<file path="src/aie_pkg.sv">
// constants for the converter interrupt enable and status block
package aie_pkg;
  // ----------------------------------------------------------------
  // register map
  // ----------------------------------------------------------------
  localparam logic [7:0] AIE_STATUS_OFFSET = 8'h00;
  localparam logic [7:0] AIE_ENABLE_OFFSET = 8'h04;
  localparam logic [7:0] AIE_START_OFFSET = 8'h08;
  localparam logic [31:0] AIE_STATUS_RESET = 32'h00000000;
  localparam logic [31:0] AIE_ENABLE_RESET = 32'h00000000;
  localparam logic [1:0] AIE_START_RESET = 2'h0;
  // ----------------------------------------------------------------
  // field positions
  // ----------------------------------------------------------------
  localparam int AIE_NUM_SRC = 11;
  localparam int AIE_BIT_READY = 0;
  localparam int AIE_BIT_SAMPLING_END = 1;
  localparam int AIE_BIT_REG_CONV_END = 2;
  localparam int AIE_BIT_REG_SEQ_END = 3;
  localparam int AIE_BIT_OVERRUN = 4;
  localparam int AIE_BIT_INJ_CONV_END = 5;
  localparam int AIE_BIT_INJ_SEQ_END = 6;
  localparam int AIE_BIT_WD_ONE = 7;
  localparam int AIE_BIT_WD_TWO = 8;
  localparam int AIE_BIT_WD_THREE = 9;
  localparam int AIE_BIT_QUEUE_OVF = 10;
  localparam int AIE_BIT_REG_START = 0;
  localparam int AIE_BIT_INJ_START = 1;
endpackage

</file>
<file path="src/aie_irq_enable.sv">
// interrupt enable, event flags and request gating for one converter
`timescale 1ns/1ns
`default_nettype none
module aie_irq_enable
  import aie_pkg::*;
#(
  parameter int ADDR_W = 8
)
(
  // clock and reset
  input wire logic ref_clk,
  input wire logic rstn,
  // register port
  input wire logic [ADDR_W-1:0] reg_addr,
  input wire logic [31:0] reg_wdata,
  input wire logic reg_wr,
  input wire logic reg_rd,
  output logic [31:0] reg_rdata,
  // event pulses from the conversion engine, one per status bit
  input wire logic [AIE_NUM_SRC-1:0] event_set,
  // conversion engine clears the conversion end flags on data reads
  input wire logic regular_data_read,
  input wire logic injected_data_read,
  // conversion in progress, as the engine sees it
  input wire logic regular_start_bit,
  input wire logic injected_start_bit,
  // interrupt request
  output logic irq_req
);

  // ----------------------------------------------------------------
  // elaboration checks
  // ----------------------------------------------------------------
  if (ADDR_W < 4 || ADDR_W > 8)
  begin : g_bad_addr
    $error("ADDR_W must lie between 4 and 8");
  end

  // ----------------------------------------------------------------
  // state
  // ----------------------------------------------------------------
  typedef struct packed {
    logic [AIE_NUM_SRC-1:0] flag;
    logic [AIE_NUM_SRC-1:0] enable;
    logic [31:0] rdata;
    logic irq;
  } aie_state_t;

  aie_state_t s_q;
  aie_state_t s_d;

  logic hit_status;
  logic hit_enable;
  logic hit_start;
  logic [AIE_NUM_SRC-1:0] clr_mask;
  logic [AIE_NUM_SRC-1:0] set_mask;
  logic overrun_now;

  assign hit_status = reg_addr == AIE_STATUS_OFFSET[ADDR_W-1:0];
  assign hit_enable = reg_addr == AIE_ENABLE_OFFSET[ADDR_W-1:0];
  assign hit_start = reg_addr == AIE_START_OFFSET[ADDR_W-1:0];

  // a new regular result while the previous one is unread is an overrun
  assign overrun_now = event_set[AIE_BIT_REG_CONV_END] &
                       s_q.flag[AIE_BIT_REG_CONV_END];

  // ----------------------------------------------------------------
  // next state
  // ----------------------------------------------------------------
  always_comb
  begin
    s_d = s_q;
    clr_mask = '0;
    if (reg_wr && hit_status)
    begin
      clr_mask = reg_wdata[AIE_NUM_SRC-1:0];
    end
    clr_mask[AIE_BIT_REG_CONV_END] = clr_mask[AIE_BIT_REG_CONV_END] | regular_data_read;
    clr_mask[AIE_BIT_INJ_CONV_END] = clr_mask[AIE_BIT_INJ_CONV_END] | injected_data_read;
    set_mask = event_set;
    set_mask[AIE_BIT_OVERRUN] = event_set[AIE_BIT_OVERRUN] | overrun_now;
    // set wins over a clear in the same cycle so no event is lost
    s_d.flag = (s_q.flag & ~clr_mask) | set_mask;
    if (reg_wr && hit_enable)
    begin
      // the start-bit conditions on writes are software's to keep
      s_d.enable = reg_wdata[AIE_NUM_SRC-1:0];
    end
    s_d.rdata = '0;
    if (reg_rd)
    begin
      if (hit_status)
      begin
        s_d.rdata[AIE_NUM_SRC-1:0] = s_q.flag;
      end
      else if (hit_enable)
      begin
        s_d.rdata[AIE_NUM_SRC-1:0] = s_q.enable;
      end
      else if (hit_start)
      begin
        s_d.rdata[AIE_BIT_REG_START] = regular_start_bit;
        s_d.rdata[AIE_BIT_INJ_START] = injected_start_bit;
      end
    end
    // registered request from next-state flag and enable: it rises on the same edge as the flag and enable registers
    s_d.irq = |(s_d.flag & s_d.enable);
  end

  always_ff @(posedge ref_clk)
  begin
    if (!rstn)
    begin
      s_q.flag <= AIE_STATUS_RESET[AIE_NUM_SRC-1:0];
      s_q.enable <= AIE_ENABLE_RESET[AIE_NUM_SRC-1:0];
      s_q.rdata <= '0;
      s_q.irq <= 1'b0;
    end
    else
    begin
      s_q <= s_d;
    end
  end

  // ----------------------------------------------------------------
  // outputs
  // ----------------------------------------------------------------
  // each source feeds the request through its own enable bit
  assign reg_rdata = s_q.rdata;
  assign irq_req = s_q.irq;

  // ----------------------------------------------------------------
  // checks
  // ----------------------------------------------------------------
  // the request is registered from next-state values, so it matches flag and enable on the same edge
  chk_irq_follows_gate: assert property (@(posedge ref_clk) disable iff (!rstn)
    irq_req == |($past(s_d.flag) & $past(s_d.enable)))
    else $error("request does not match gated flags");

  chk_enable_reset_zero: assert property (@(posedge ref_clk)
    $past(!rstn) |-> s_q.enable == '0)
    else $error("enable not zero after reset");

  chk_enable_rd_reserved: assert property (@(posedge ref_clk) disable iff (!rstn)
    reg_rd && hit_enable |=> reg_rdata[31:AIE_NUM_SRC] == '0 &&
    reg_rdata[AIE_NUM_SRC-1:0] == $past(s_q.enable))
    else $error("enable readback wrong");

  chk_flag_clear_w1: assert property (@(posedge ref_clk) disable iff (!rstn)
    reg_wr && hit_status && reg_wdata[AIE_BIT_QUEUE_OVF] && !event_set[AIE_BIT_QUEUE_OVF]
    |=> !s_q.flag[AIE_BIT_QUEUE_OVF])
    else $error("write one did not clear flag");

  chk_flag_set_wins: assert property (@(posedge ref_clk) disable iff (!rstn)
    event_set[AIE_BIT_WD_ONE] |=> s_q.flag[AIE_BIT_WD_ONE] ##1
    (s_q.flag[AIE_BIT_WD_ONE] || $past(reg_wr)))
    else $error("flag set lost");

  chk_overrun_set: assert property (@(posedge ref_clk) disable iff (!rstn)
    event_set[AIE_BIT_REG_CONV_END] && s_q.flag[AIE_BIT_REG_CONV_END]
    |=> s_q.flag[AIE_BIT_OVERRUN])
    else $error("overrun not flagged");

  chk_masked_no_irq: assert property (@(posedge ref_clk) disable iff (!rstn)
    s_q.enable == '0 && $past(s_q.enable == '0) && !$past(reg_wr) |-> !irq_req)
    else $error("request with all enables off");

  chk_status_readback: assert property (@(posedge ref_clk) disable iff (!rstn)
    reg_rd && hit_status |=> reg_rdata == {21'h000000, $past(s_q.flag)})
    else $error("status readback wrong");

  chk_irq_holds: assert property (@(posedge ref_clk) disable iff (!rstn)
    irq_req && !reg_wr && !regular_data_read && !injected_data_read |=> irq_req)
    else $error("request dropped without a clear");

  // ----------------------------------------------------------------
  // reset and bus checks
  // ----------------------------------------------------------------
  // read data stand for exactly one cycle and are zero otherwise
  chk_rdata_idle: assert property (@(posedge ref_clk) disable iff (!rstn)
    !$past(reg_rd) |-> reg_rdata == '0)
    else $error("read data outside its cycle");

  chk_reserved_zero: assert property (@(posedge ref_clk) disable iff (!rstn)
    reg_rdata[31:AIE_NUM_SRC] == '0)
    else $error("reserved bits not zero");

  chk_unmapped_zero: assert property (@(posedge ref_clk) disable iff (!rstn)
    reg_rd && !hit_status && !hit_enable && !hit_start |=> reg_rdata == '0)
    else $error("unmapped read not zero");

  // the start bits are the engine's; writes there must not disturb anything
  chk_start_readback: assert property (@(posedge ref_clk) disable iff (!rstn)
    reg_rd && hit_start |=> reg_rdata == {30'h0, $past(injected_start_bit),
    $past(regular_start_bit)})
    else $error("start bit readback wrong");

  chk_start_wr_ignored: assert property (@(posedge ref_clk) disable iff (!rstn)
    reg_wr && hit_start |=> $stable(s_q.enable))
    else $error("write to start register changed enables");

  // reset loads constants only, so the first edge after release is clean
  chk_reset_outputs: assert property (@(posedge ref_clk)
    $past(!rstn) |-> !irq_req && reg_rdata == '0 && s_q.flag == '0)
    else $error("outputs not idle after reset");

  // ----------------------------------------------------------------
  // per-rule gating: an enabled event requests one cycle later
  // ----------------------------------------------------------------
  // an enable write in the same cycle may mask the source, so it is excluded
  chk_queue_ovf_gate: assert property (@(posedge ref_clk) disable iff (!rstn)
    event_set[AIE_BIT_QUEUE_OVF] && s_q.enable[AIE_BIT_QUEUE_OVF] && !(reg_wr && hit_enable)
    |=> irq_req)
    else $error("queue overflow request missing");

  chk_wd_one_gate: assert property (@(posedge ref_clk) disable iff (!rstn)
    event_set[AIE_BIT_WD_ONE] && s_q.enable[AIE_BIT_WD_ONE] && !(reg_wr && hit_enable)
    |=> irq_req)
    else $error("watchdog one request missing");

  chk_wd_two_gate: assert property (@(posedge ref_clk) disable iff (!rstn)
    event_set[AIE_BIT_WD_TWO] && s_q.enable[AIE_BIT_WD_TWO] && !(reg_wr && hit_enable)
    |=> irq_req)
    else $error("watchdog two request missing");

  chk_wd_three_gate: assert property (@(posedge ref_clk) disable iff (!rstn)
    event_set[AIE_BIT_WD_THREE] && s_q.enable[AIE_BIT_WD_THREE] && !(reg_wr && hit_enable)
    |=> irq_req)
    else $error("watchdog three request missing");

  chk_inj_seq_gate: assert property (@(posedge ref_clk) disable iff (!rstn)
    event_set[AIE_BIT_INJ_SEQ_END] && s_q.enable[AIE_BIT_INJ_SEQ_END] && !(reg_wr && hit_enable)
    |=> irq_req)
    else $error("injected sequence request missing");

  chk_inj_conv_gate: assert property (@(posedge ref_clk) disable iff (!rstn)
    event_set[AIE_BIT_INJ_CONV_END] && s_q.enable[AIE_BIT_INJ_CONV_END]
    && !(reg_wr && hit_enable) |=> irq_req)
    else $error("injected conversion request missing");

  chk_overrun_gate: assert property (@(posedge ref_clk) disable iff (!rstn)
    event_set[AIE_BIT_OVERRUN] && s_q.enable[AIE_BIT_OVERRUN] && !(reg_wr && hit_enable)
    |=> irq_req)
    else $error("overrun request missing");

  chk_reg_seq_gate: assert property (@(posedge ref_clk) disable iff (!rstn)
    event_set[AIE_BIT_REG_SEQ_END] && s_q.enable[AIE_BIT_REG_SEQ_END] && !(reg_wr && hit_enable)
    |=> irq_req)
    else $error("regular sequence request missing");

  chk_reg_conv_gate: assert property (@(posedge ref_clk) disable iff (!rstn)
    event_set[AIE_BIT_REG_CONV_END] && s_q.enable[AIE_BIT_REG_CONV_END]
    && !(reg_wr && hit_enable) |=> irq_req)
    else $error("regular conversion request missing");

  chk_sampling_gate: assert property (@(posedge ref_clk) disable iff (!rstn)
    event_set[AIE_BIT_SAMPLING_END] && s_q.enable[AIE_BIT_SAMPLING_END]
    && !(reg_wr && hit_enable) |=> irq_req)
    else $error("sampling end request missing");

  chk_ready_gate: assert property (@(posedge ref_clk) disable iff (!rstn)
    event_set[AIE_BIT_READY] && s_q.enable[AIE_BIT_READY] && !(reg_wr && hit_enable)
    |=> irq_req)
    else $error("ready request missing");

  // ----------------------------------------------------------------
  // per-source checks
  // ----------------------------------------------------------------
  // only the two conversion end flags have a second clear path from the engine
  for (genvar g = 0; g < AIE_NUM_SRC; g++)
  begin : g_src_chk
    logic engine_clr;
    if (g == AIE_BIT_REG_CONV_END)
    begin : g_reg_clr
      assign engine_clr = regular_data_read;
    end
    else if (g == AIE_BIT_INJ_CONV_END)
    begin : g_inj_clr
      assign engine_clr = injected_data_read;
    end
    else
    begin : g_no_clr
      assign engine_clr = 1'b0;
    end

    chk_src_set_wins: assert property (@(posedge ref_clk) disable iff (!rstn)
      event_set[g] |=> s_q.flag[g])
      else $error("flag event lost");

    // set beats clear, so the write-one check steps aside on an event
    chk_src_write_one: assert property (@(posedge ref_clk) disable iff (!rstn)
      reg_wr && hit_status && reg_wdata[g] && !event_set[g] && !overrun_now
      |=> !s_q.flag[g])
      else $error("write one left flag set");

    chk_src_flag_hold: assert property (@(posedge ref_clk) disable iff (!rstn)
      s_q.flag[g] && !(reg_wr && hit_status && reg_wdata[g]) && !engine_clr
      |=> s_q.flag[g])
      else $error("flag cleared without a clear");

    chk_src_no_spurious: assert property (@(posedge ref_clk) disable iff (!rstn)
      !s_q.flag[g] && !event_set[g] && !overrun_now |=> !s_q.flag[g])
      else $error("flag set without an event");

    // a data read clears like a write of one, and an event still wins
    chk_src_engine_clr: assert property (@(posedge ref_clk) disable iff (!rstn)
      engine_clr && !event_set[g] |=> !s_q.flag[g])
      else $error("data read did not clear flag");

    chk_src_enable_load: assert property (@(posedge ref_clk) disable iff (!rstn)
      reg_wr && hit_enable |=> s_q.enable[g] == $past(reg_wdata[g]))
      else $error("enable write not taken");

    chk_src_enable_keep: assert property (@(posedge ref_clk) disable iff (!rstn)
      !(reg_wr && hit_enable) |=> $stable(s_q.enable[g]))
      else $error("enable changed without a write");

    chk_src_status_rd: assert property (@(posedge ref_clk) disable iff (!rstn)
      reg_rd && hit_status |=> reg_rdata[g] == $past(s_q.flag[g]))
      else $error("status bit readback wrong");

    chk_src_enable_rd: assert property (@(posedge ref_clk) disable iff (!rstn)
      reg_rd && hit_enable |=> reg_rdata[g] == $past(s_q.enable[g]))
      else $error("enable bit readback wrong");
  end

endmodule
`default_nettype wire

</file>
<file path="config.mk">
export PLATFORM = sky130hd
export DESIGN_NAME = aie_irq_enable
export DESIGN_NICKNAME = d
export VERILOG_FILES = /design/src/aie_pkg.sv /design/src/aie_irq_enable.sv
export SDC_FILE = /design/constraint.sdc
export NUM_CORES = 1
export LEC_CHECK = 0
export ABC_AREA = 1
export BUFFER_PORTS_ARGS = -buffer_cell sky130_fd_sc_hd__buf_2
export CORE_MARGIN = 8
export CORE_UTILIZATION = 45
export DETAILED_ROUTE_END_ITERATION = 12
export GPL_TIMING_DRIVEN = 0
export PLACE_DENSITY = 0.79
export SYNTH_ARGS = -nofsm -noshare
export SYNTH_HDL_FRONTEND = slang
export SYNTH_SLANG_ARGS = --single-unit
</file>
<file path="constraint.sdc">
create_clock -name ref_clk -period 2.2 [get_ports ref_clk]
set_clock_uncertainty 0.2 [all_clocks]
set_input_delay 0.55 -clock ref_clk [delete_from_list [all_inputs] [get_ports ref_clk]]
set_output_delay 0.55 -clock ref_clk [all_outputs]
set_load 0.02 [all_outputs]
</file>
# After elaboration in Yosys (flattened, before gate mapping)

Cells that the tools add are included.

Equality and inequality tests: 2
Mux-type cells: 6
Bitwise logic cells: 8
Reduce and logical (&&, ||, !) cells: 5

Operator list:

| operator             | number |
|---|---|
| $mux W11             | 3 |
| $and A11 B11 Y11     | 2 |
| $not A11 Y11         | 1 |
| $or A11 B11 Y11      | 1 |
| $reduce_or A11 Y1    | 1 |
| $mux W9              | 1 |
| $eq A8 B3 Y1 const B | 1 |
| $eq A8 B4 Y1 const B | 1 |
| $logic_not A8 Y1     | 1 |
| $mux W2              | 2 |
| $or A1 B1 Y1         | 3 |
| $logic_and A1 B1 Y1  | 2 |
| $reduce_and A2 Y1    | 1 |
| $and A1 B1 Y1        | 1 |

Register bits after elaboration: 55
Input port bits: 59
Output and inout port bits: 33
Logic and storage cells: 26

# Longest topological paths before layout

Depth in word-level cells: 9
Gate-level depth with buffers: 13
Gate-level depth less buffers: 12

# Worst setup path after synthesis

OpenSTA, ideal clock, no wires.

Path kind: input to register
From: input reg_addr[7]
To: register s_q, in the netlist irq_req
Setup time: 109 ps
Data arrival time: 1560 ps
Data required time: 1891 ps
Setup slack: 331 ps
Cell stages on the path: 13
Buffers on the path: 1
Cells stage by stage: nor2_2 > nand2_2 > nor2_4 > nand2_2 > buf_6 > nand2_2 > nand2_1 > nand2_1 > nand2_1 > nor2_1 > nand3_1 > nand2_1 > inv_1

Longest elaborated chain between the ends: 9
Elaborated cells between the ends (all ways): 13
Classes of those cells: eq/ne: 1; mux: 2; bitwise: 6; reduce/logical: 4

RTL lines:

| element                                | RTL line                                   | text |
|---|---|---|
| from (decl)                            | aie_irq_enable.sv:14                       | `input wire logic [ADDR_W-1:0] reg_addr,` |
| $logic_not A8 Y1                       | aie_irq_enable.sv:59                       | `assign hit_status = reg_addr == AIE_STATUS_OFFSET[ADDR_W-1:0];` |
| $logic_and A1 B1 Y1                    | aie_irq_enable.sv:74                       | `if (reg_wr && hit_status)` |
| $mux W11                               | aie_irq_enable.sv:74                       |  |
| $or A1 B1 Y1, on equally long branches | aie_irq_enable.sv:78, aie_irq_enable.sv:79 |  |
| $not A11 Y11                           | aie_irq_enable.sv:83                       | `s_d.flag = (s_q.flag & ~clr_mask) \| set_mask;` |
| $and A11 B11 Y11                       | aie_irq_enable.sv:83                       |  |
| $or A11 B11 Y11                        | aie_irq_enable.sv:83                       |  |
| $and A11 B11 Y11 *                     | aie_irq_enable.sv:107                      | `s_d.irq = \|(s_d.flag & s_d.enable);` |
| $reduce_or A11 Y1 *                    | aie_irq_enable.sv:107                      |  |
| to (decl)                              | aie_irq_enable.sv:49                       | `aie_state_t s_q;` |

Every way passes the cells marked *; elsewhere a longest branch is shown, timed or not.
A chain may end at the register's enable or synchronous reset.

# Final worst setup path

Same ends and word-level chain as after synthesis.

==> impl_metrics.csv <==
group,metric,value,unit
run_status,status,"completed",
sta,tightest_slew,0.511,ns
layout,fin_nets,393,
placed_design,port_buffers,49,
sta,finalMaxSlewViolations,0,
grt,grt_util_met3,5.19,%
routing,first_pass_iters,4,
clock_network,cts_buffer_depth,2,
worst_setup_path,worstPathRequired,2.18,ns
clock_network,cts.sinks,34,
clock_network,cts_max_level,2,
min_path,hold_path.class,"flop to flop",
sta,setup_violations,0,
clock_network,cts_resized,0,
grt,grt_use_met2,24.7,%
layout,design_area,2270,um^2
sta,min_period_over_period,84.6,%
worst_setup_path,crit_fanout,10,
clock_network,root_buffer,"clkbuf_8",
pwr,p_leak,1.22,nW
clock_network,clk_latency,0.28,ns
synthesis,syn_area,1800,um^2
worst_setup_path,path_class,"input port to flop",
layout,antenna_cells,0,
die,die_y,79.3,um
placed_design,placedCellCount,377,
grt,met1_usage,14.9,%
placed_design,gp_congestion,0.766,
layout,utilization,57.9,%
grt,grt_pass1_wl,7060,um
grt,grt.total_usage,14.1,%
clock_network,cts_buffers,5,
worst_setup_path,worst_setup_path_start_kind,"input port",
worst_setup_path,rr_worst_depth,8,
layout,n_fill_cell,397,
routing,vias,1689,
routing,drtIter0Drc,120,
pwr,p_total,1.25,mW
routing,wl_per_cell,10.9,um
synthesis,ys_ff_latch,34,
pwr,powerDensity,552,nW/um^2
die,io_pins,92,
worst_setup_path,r2r_slack,0.94,ns
sta,clock.fmax,537,MHz
worst_setup_path,cpLargestDelayFamily,"simple AND/OR/NAND/NOR gates",
synthesis,syn-instance-count,258,
sta,slew_headroom,65.9,%
sta,min_period,1.86,ns
synthesis,syn_avg_cell_area,6.98,um^2
grt,grt_max_degree,11,
sta,finalHoldViolCount,0,
worst_setup_path,worstReg2RegEnd,"irq_req",
worst_setup_path,end_kind,"flop",
die,coreArea,3910,um^2
synthesis,ys_seq_area_share,37.8,%
die,std_cell_rows,23,
grt,overflow,0,
worst_setup_path,critPathBufInv,3,
worst_setup_path,cp_slowest_stage_delay,0.20,ns
placed_design,dp.final_hpwl,3220,um
worst_setup_path,crit_chain,"buf_2 > nor2_2 > nand2_2 > nor2_4 > buf_6 > nand3_1 > a21oi_1 > nor2_1 > nor2_1 > nand3_1 > nand2_1 > inv_1",
layout,stdcell_count,383,
sta,setup-tns-final,0,ns
min_path,worstHoldEndpoint,"reg_rdata[2]",
layout,drive_gt1_share,32.7,%
routing,antenna_left,0,
min_path,min_from,"s_q[35]",
placed_design,placed_area,2180,um^2
clock_network,postCtsSetupRepairBufs,0,
routing,wl,4160,um
die,dieWidth,79.3,um
grt,grt_pass1_vias,1612,
min_path,hold_depth,2,
die,dieArea,6280,um^2
grt,top_usage_layer,"met2",
worst_setup_path,crit_arrival,1.84,ns
worst_setup_path,r2r_start,"s_q[46]",
job,cap_violations,0,
pwr,peakVddDrop,0.347,mV
synthesis,synthDistinctLibCells,19,
routing,drt_drc_violations_left,0,
grt,grt_antenna_before_repair,0,
clock_network,hold_buffers,0,
routing,vias_per_cell,4.41,
sta,rsz0062_at_grt,"false",
clock_network,clkTransAtPathRegs,0.06,ns
worst_setup_path,slowest_stage,"a21oi_1",
synthesis,ys_warn_count,0,
clock_network,cts_tree,"done",
die,start_util,46.0,%
layout,syn2layout_area_growth,25.8,%
## per-layer routing
metal	vias to the layer above	routed length, um
li1	897	-
met1	724	1680
met2	63	2080
met3	5	351
met4	0	52
met5	-	0
## layout make-up
cell class / count / area, um^2 / area share [%]
Tap cell: 50 / 62.6 / 2.76
Buffer: 39 / 284 / 12.5
Multi-Input combinational cell: 180 / 818 / 36.1
Inverter: 25 / 93.8 / 4.14
Sequential cell: 34 / 681 / 30.0
Clock buffer: 6 / 82.6 / 3.64
Timing Repair Buffer: 49 / 245 / 10.8
## flip-flops by register name, indices dropped and copies added (netlist names)
| register | cells |
|---|---|
| s_q | 22 |
| irq_req | 1 |
| reg_rdata | 11 |
## Yosys cell counts
cell type / n / area, um^2
nand2_1: 87 / 327
dfxtp_1: 34 / 681
buf_4: 32 / 240
a21oi_1: 29 / 145
inv_1: 24 / 90.1
nand3_1: 14 / 70.1
nor2_1: 11 / 41.3
nand2_2: 7 / 43.8
clkbuf_1: 3 / 11.3
nor2_4: 3 / 33.8
o21ai_2: 3 / 26.3
buf_2: 2 / 10.0
buf_6: 2 / 22.5
nor2_2: 2 / 12.5
conb_1: 1 / 3.75
inv_2: 1 / 3.75
nand3_4: 1 / 17.5
nor3_4: 1 / 16.3
nor4_1: 1 / 6.26
## stage by stage
stage                     setup WS, ns  hold slack [ns]
after detailed placement        0.0455            0.255
after floorplan                  0.331            0.241
after global placement          0.0595            0.248
after global routing             0.184            0.280
after CTS                        0.332            0.264
final                            0.339            0.264
## how the worst max path moves through the flow
stage / cells after the start / endpoint / from / slack, ns
after floorplan: 13 / irq_req / reg_addr[7] / 0.33
after global placement: 12 / irq_req / reg_addr[7] / 0.06
after detailed placement: 12 / irq_req / reg_addr[5] / 0.05
after CTS: 12 / irq_req / reg_addr[5] / 0.33
after global routing: 14 / irq_req / reg_addr[7] / 0.18
final: 12 / irq_req / reg_addr[7] / 0.34
## report_power, final
part           internal [mW]  total (mW)  switching [mW]  leakage, nW
sequential             0.631       0.638         0.00718        0.277
clock                  0.241       0.450           0.209       0.0431
combinational         0.0673       0.164          0.0965        0.900
total                  0.939        1.25           0.312         1.22
## cell families after synthesis
logic type / count (synthesis) / synth area share (%)
and+or+nand+nor: 127 / 31.5
other: 1 / 0.208
buffers and inverters: 64 / 21.0
DFF: 34 / 37.8
AOI/OAI and AO/OA: 32 / 9.51
## cells in the final DEF (no fill, tap or decap), drive strengths merged
cell	Yosys	final
nand2	94	94
conb	1	21
o21ai	3	3
clkbuf	3	9
nor3	1	1
nor4	1	1
dfxtp	34	34
nor2	16	16
inv	25	25
a21oi	29	29
buf	36	85
nand3	15	15
## worst register-to-register path: stages (launching register included)
cell and delay (ns):
dfxtp_1 0.32, a21oi_1 0.19, nand2_1 0.08, nand2_1 0.07
nand2_1 0.06, nor2_1 0.08, nand3_1 0.06, nand2_1 0.07
inv_1 0.04
Note: power is estimated with default switching activity, not from simulation.
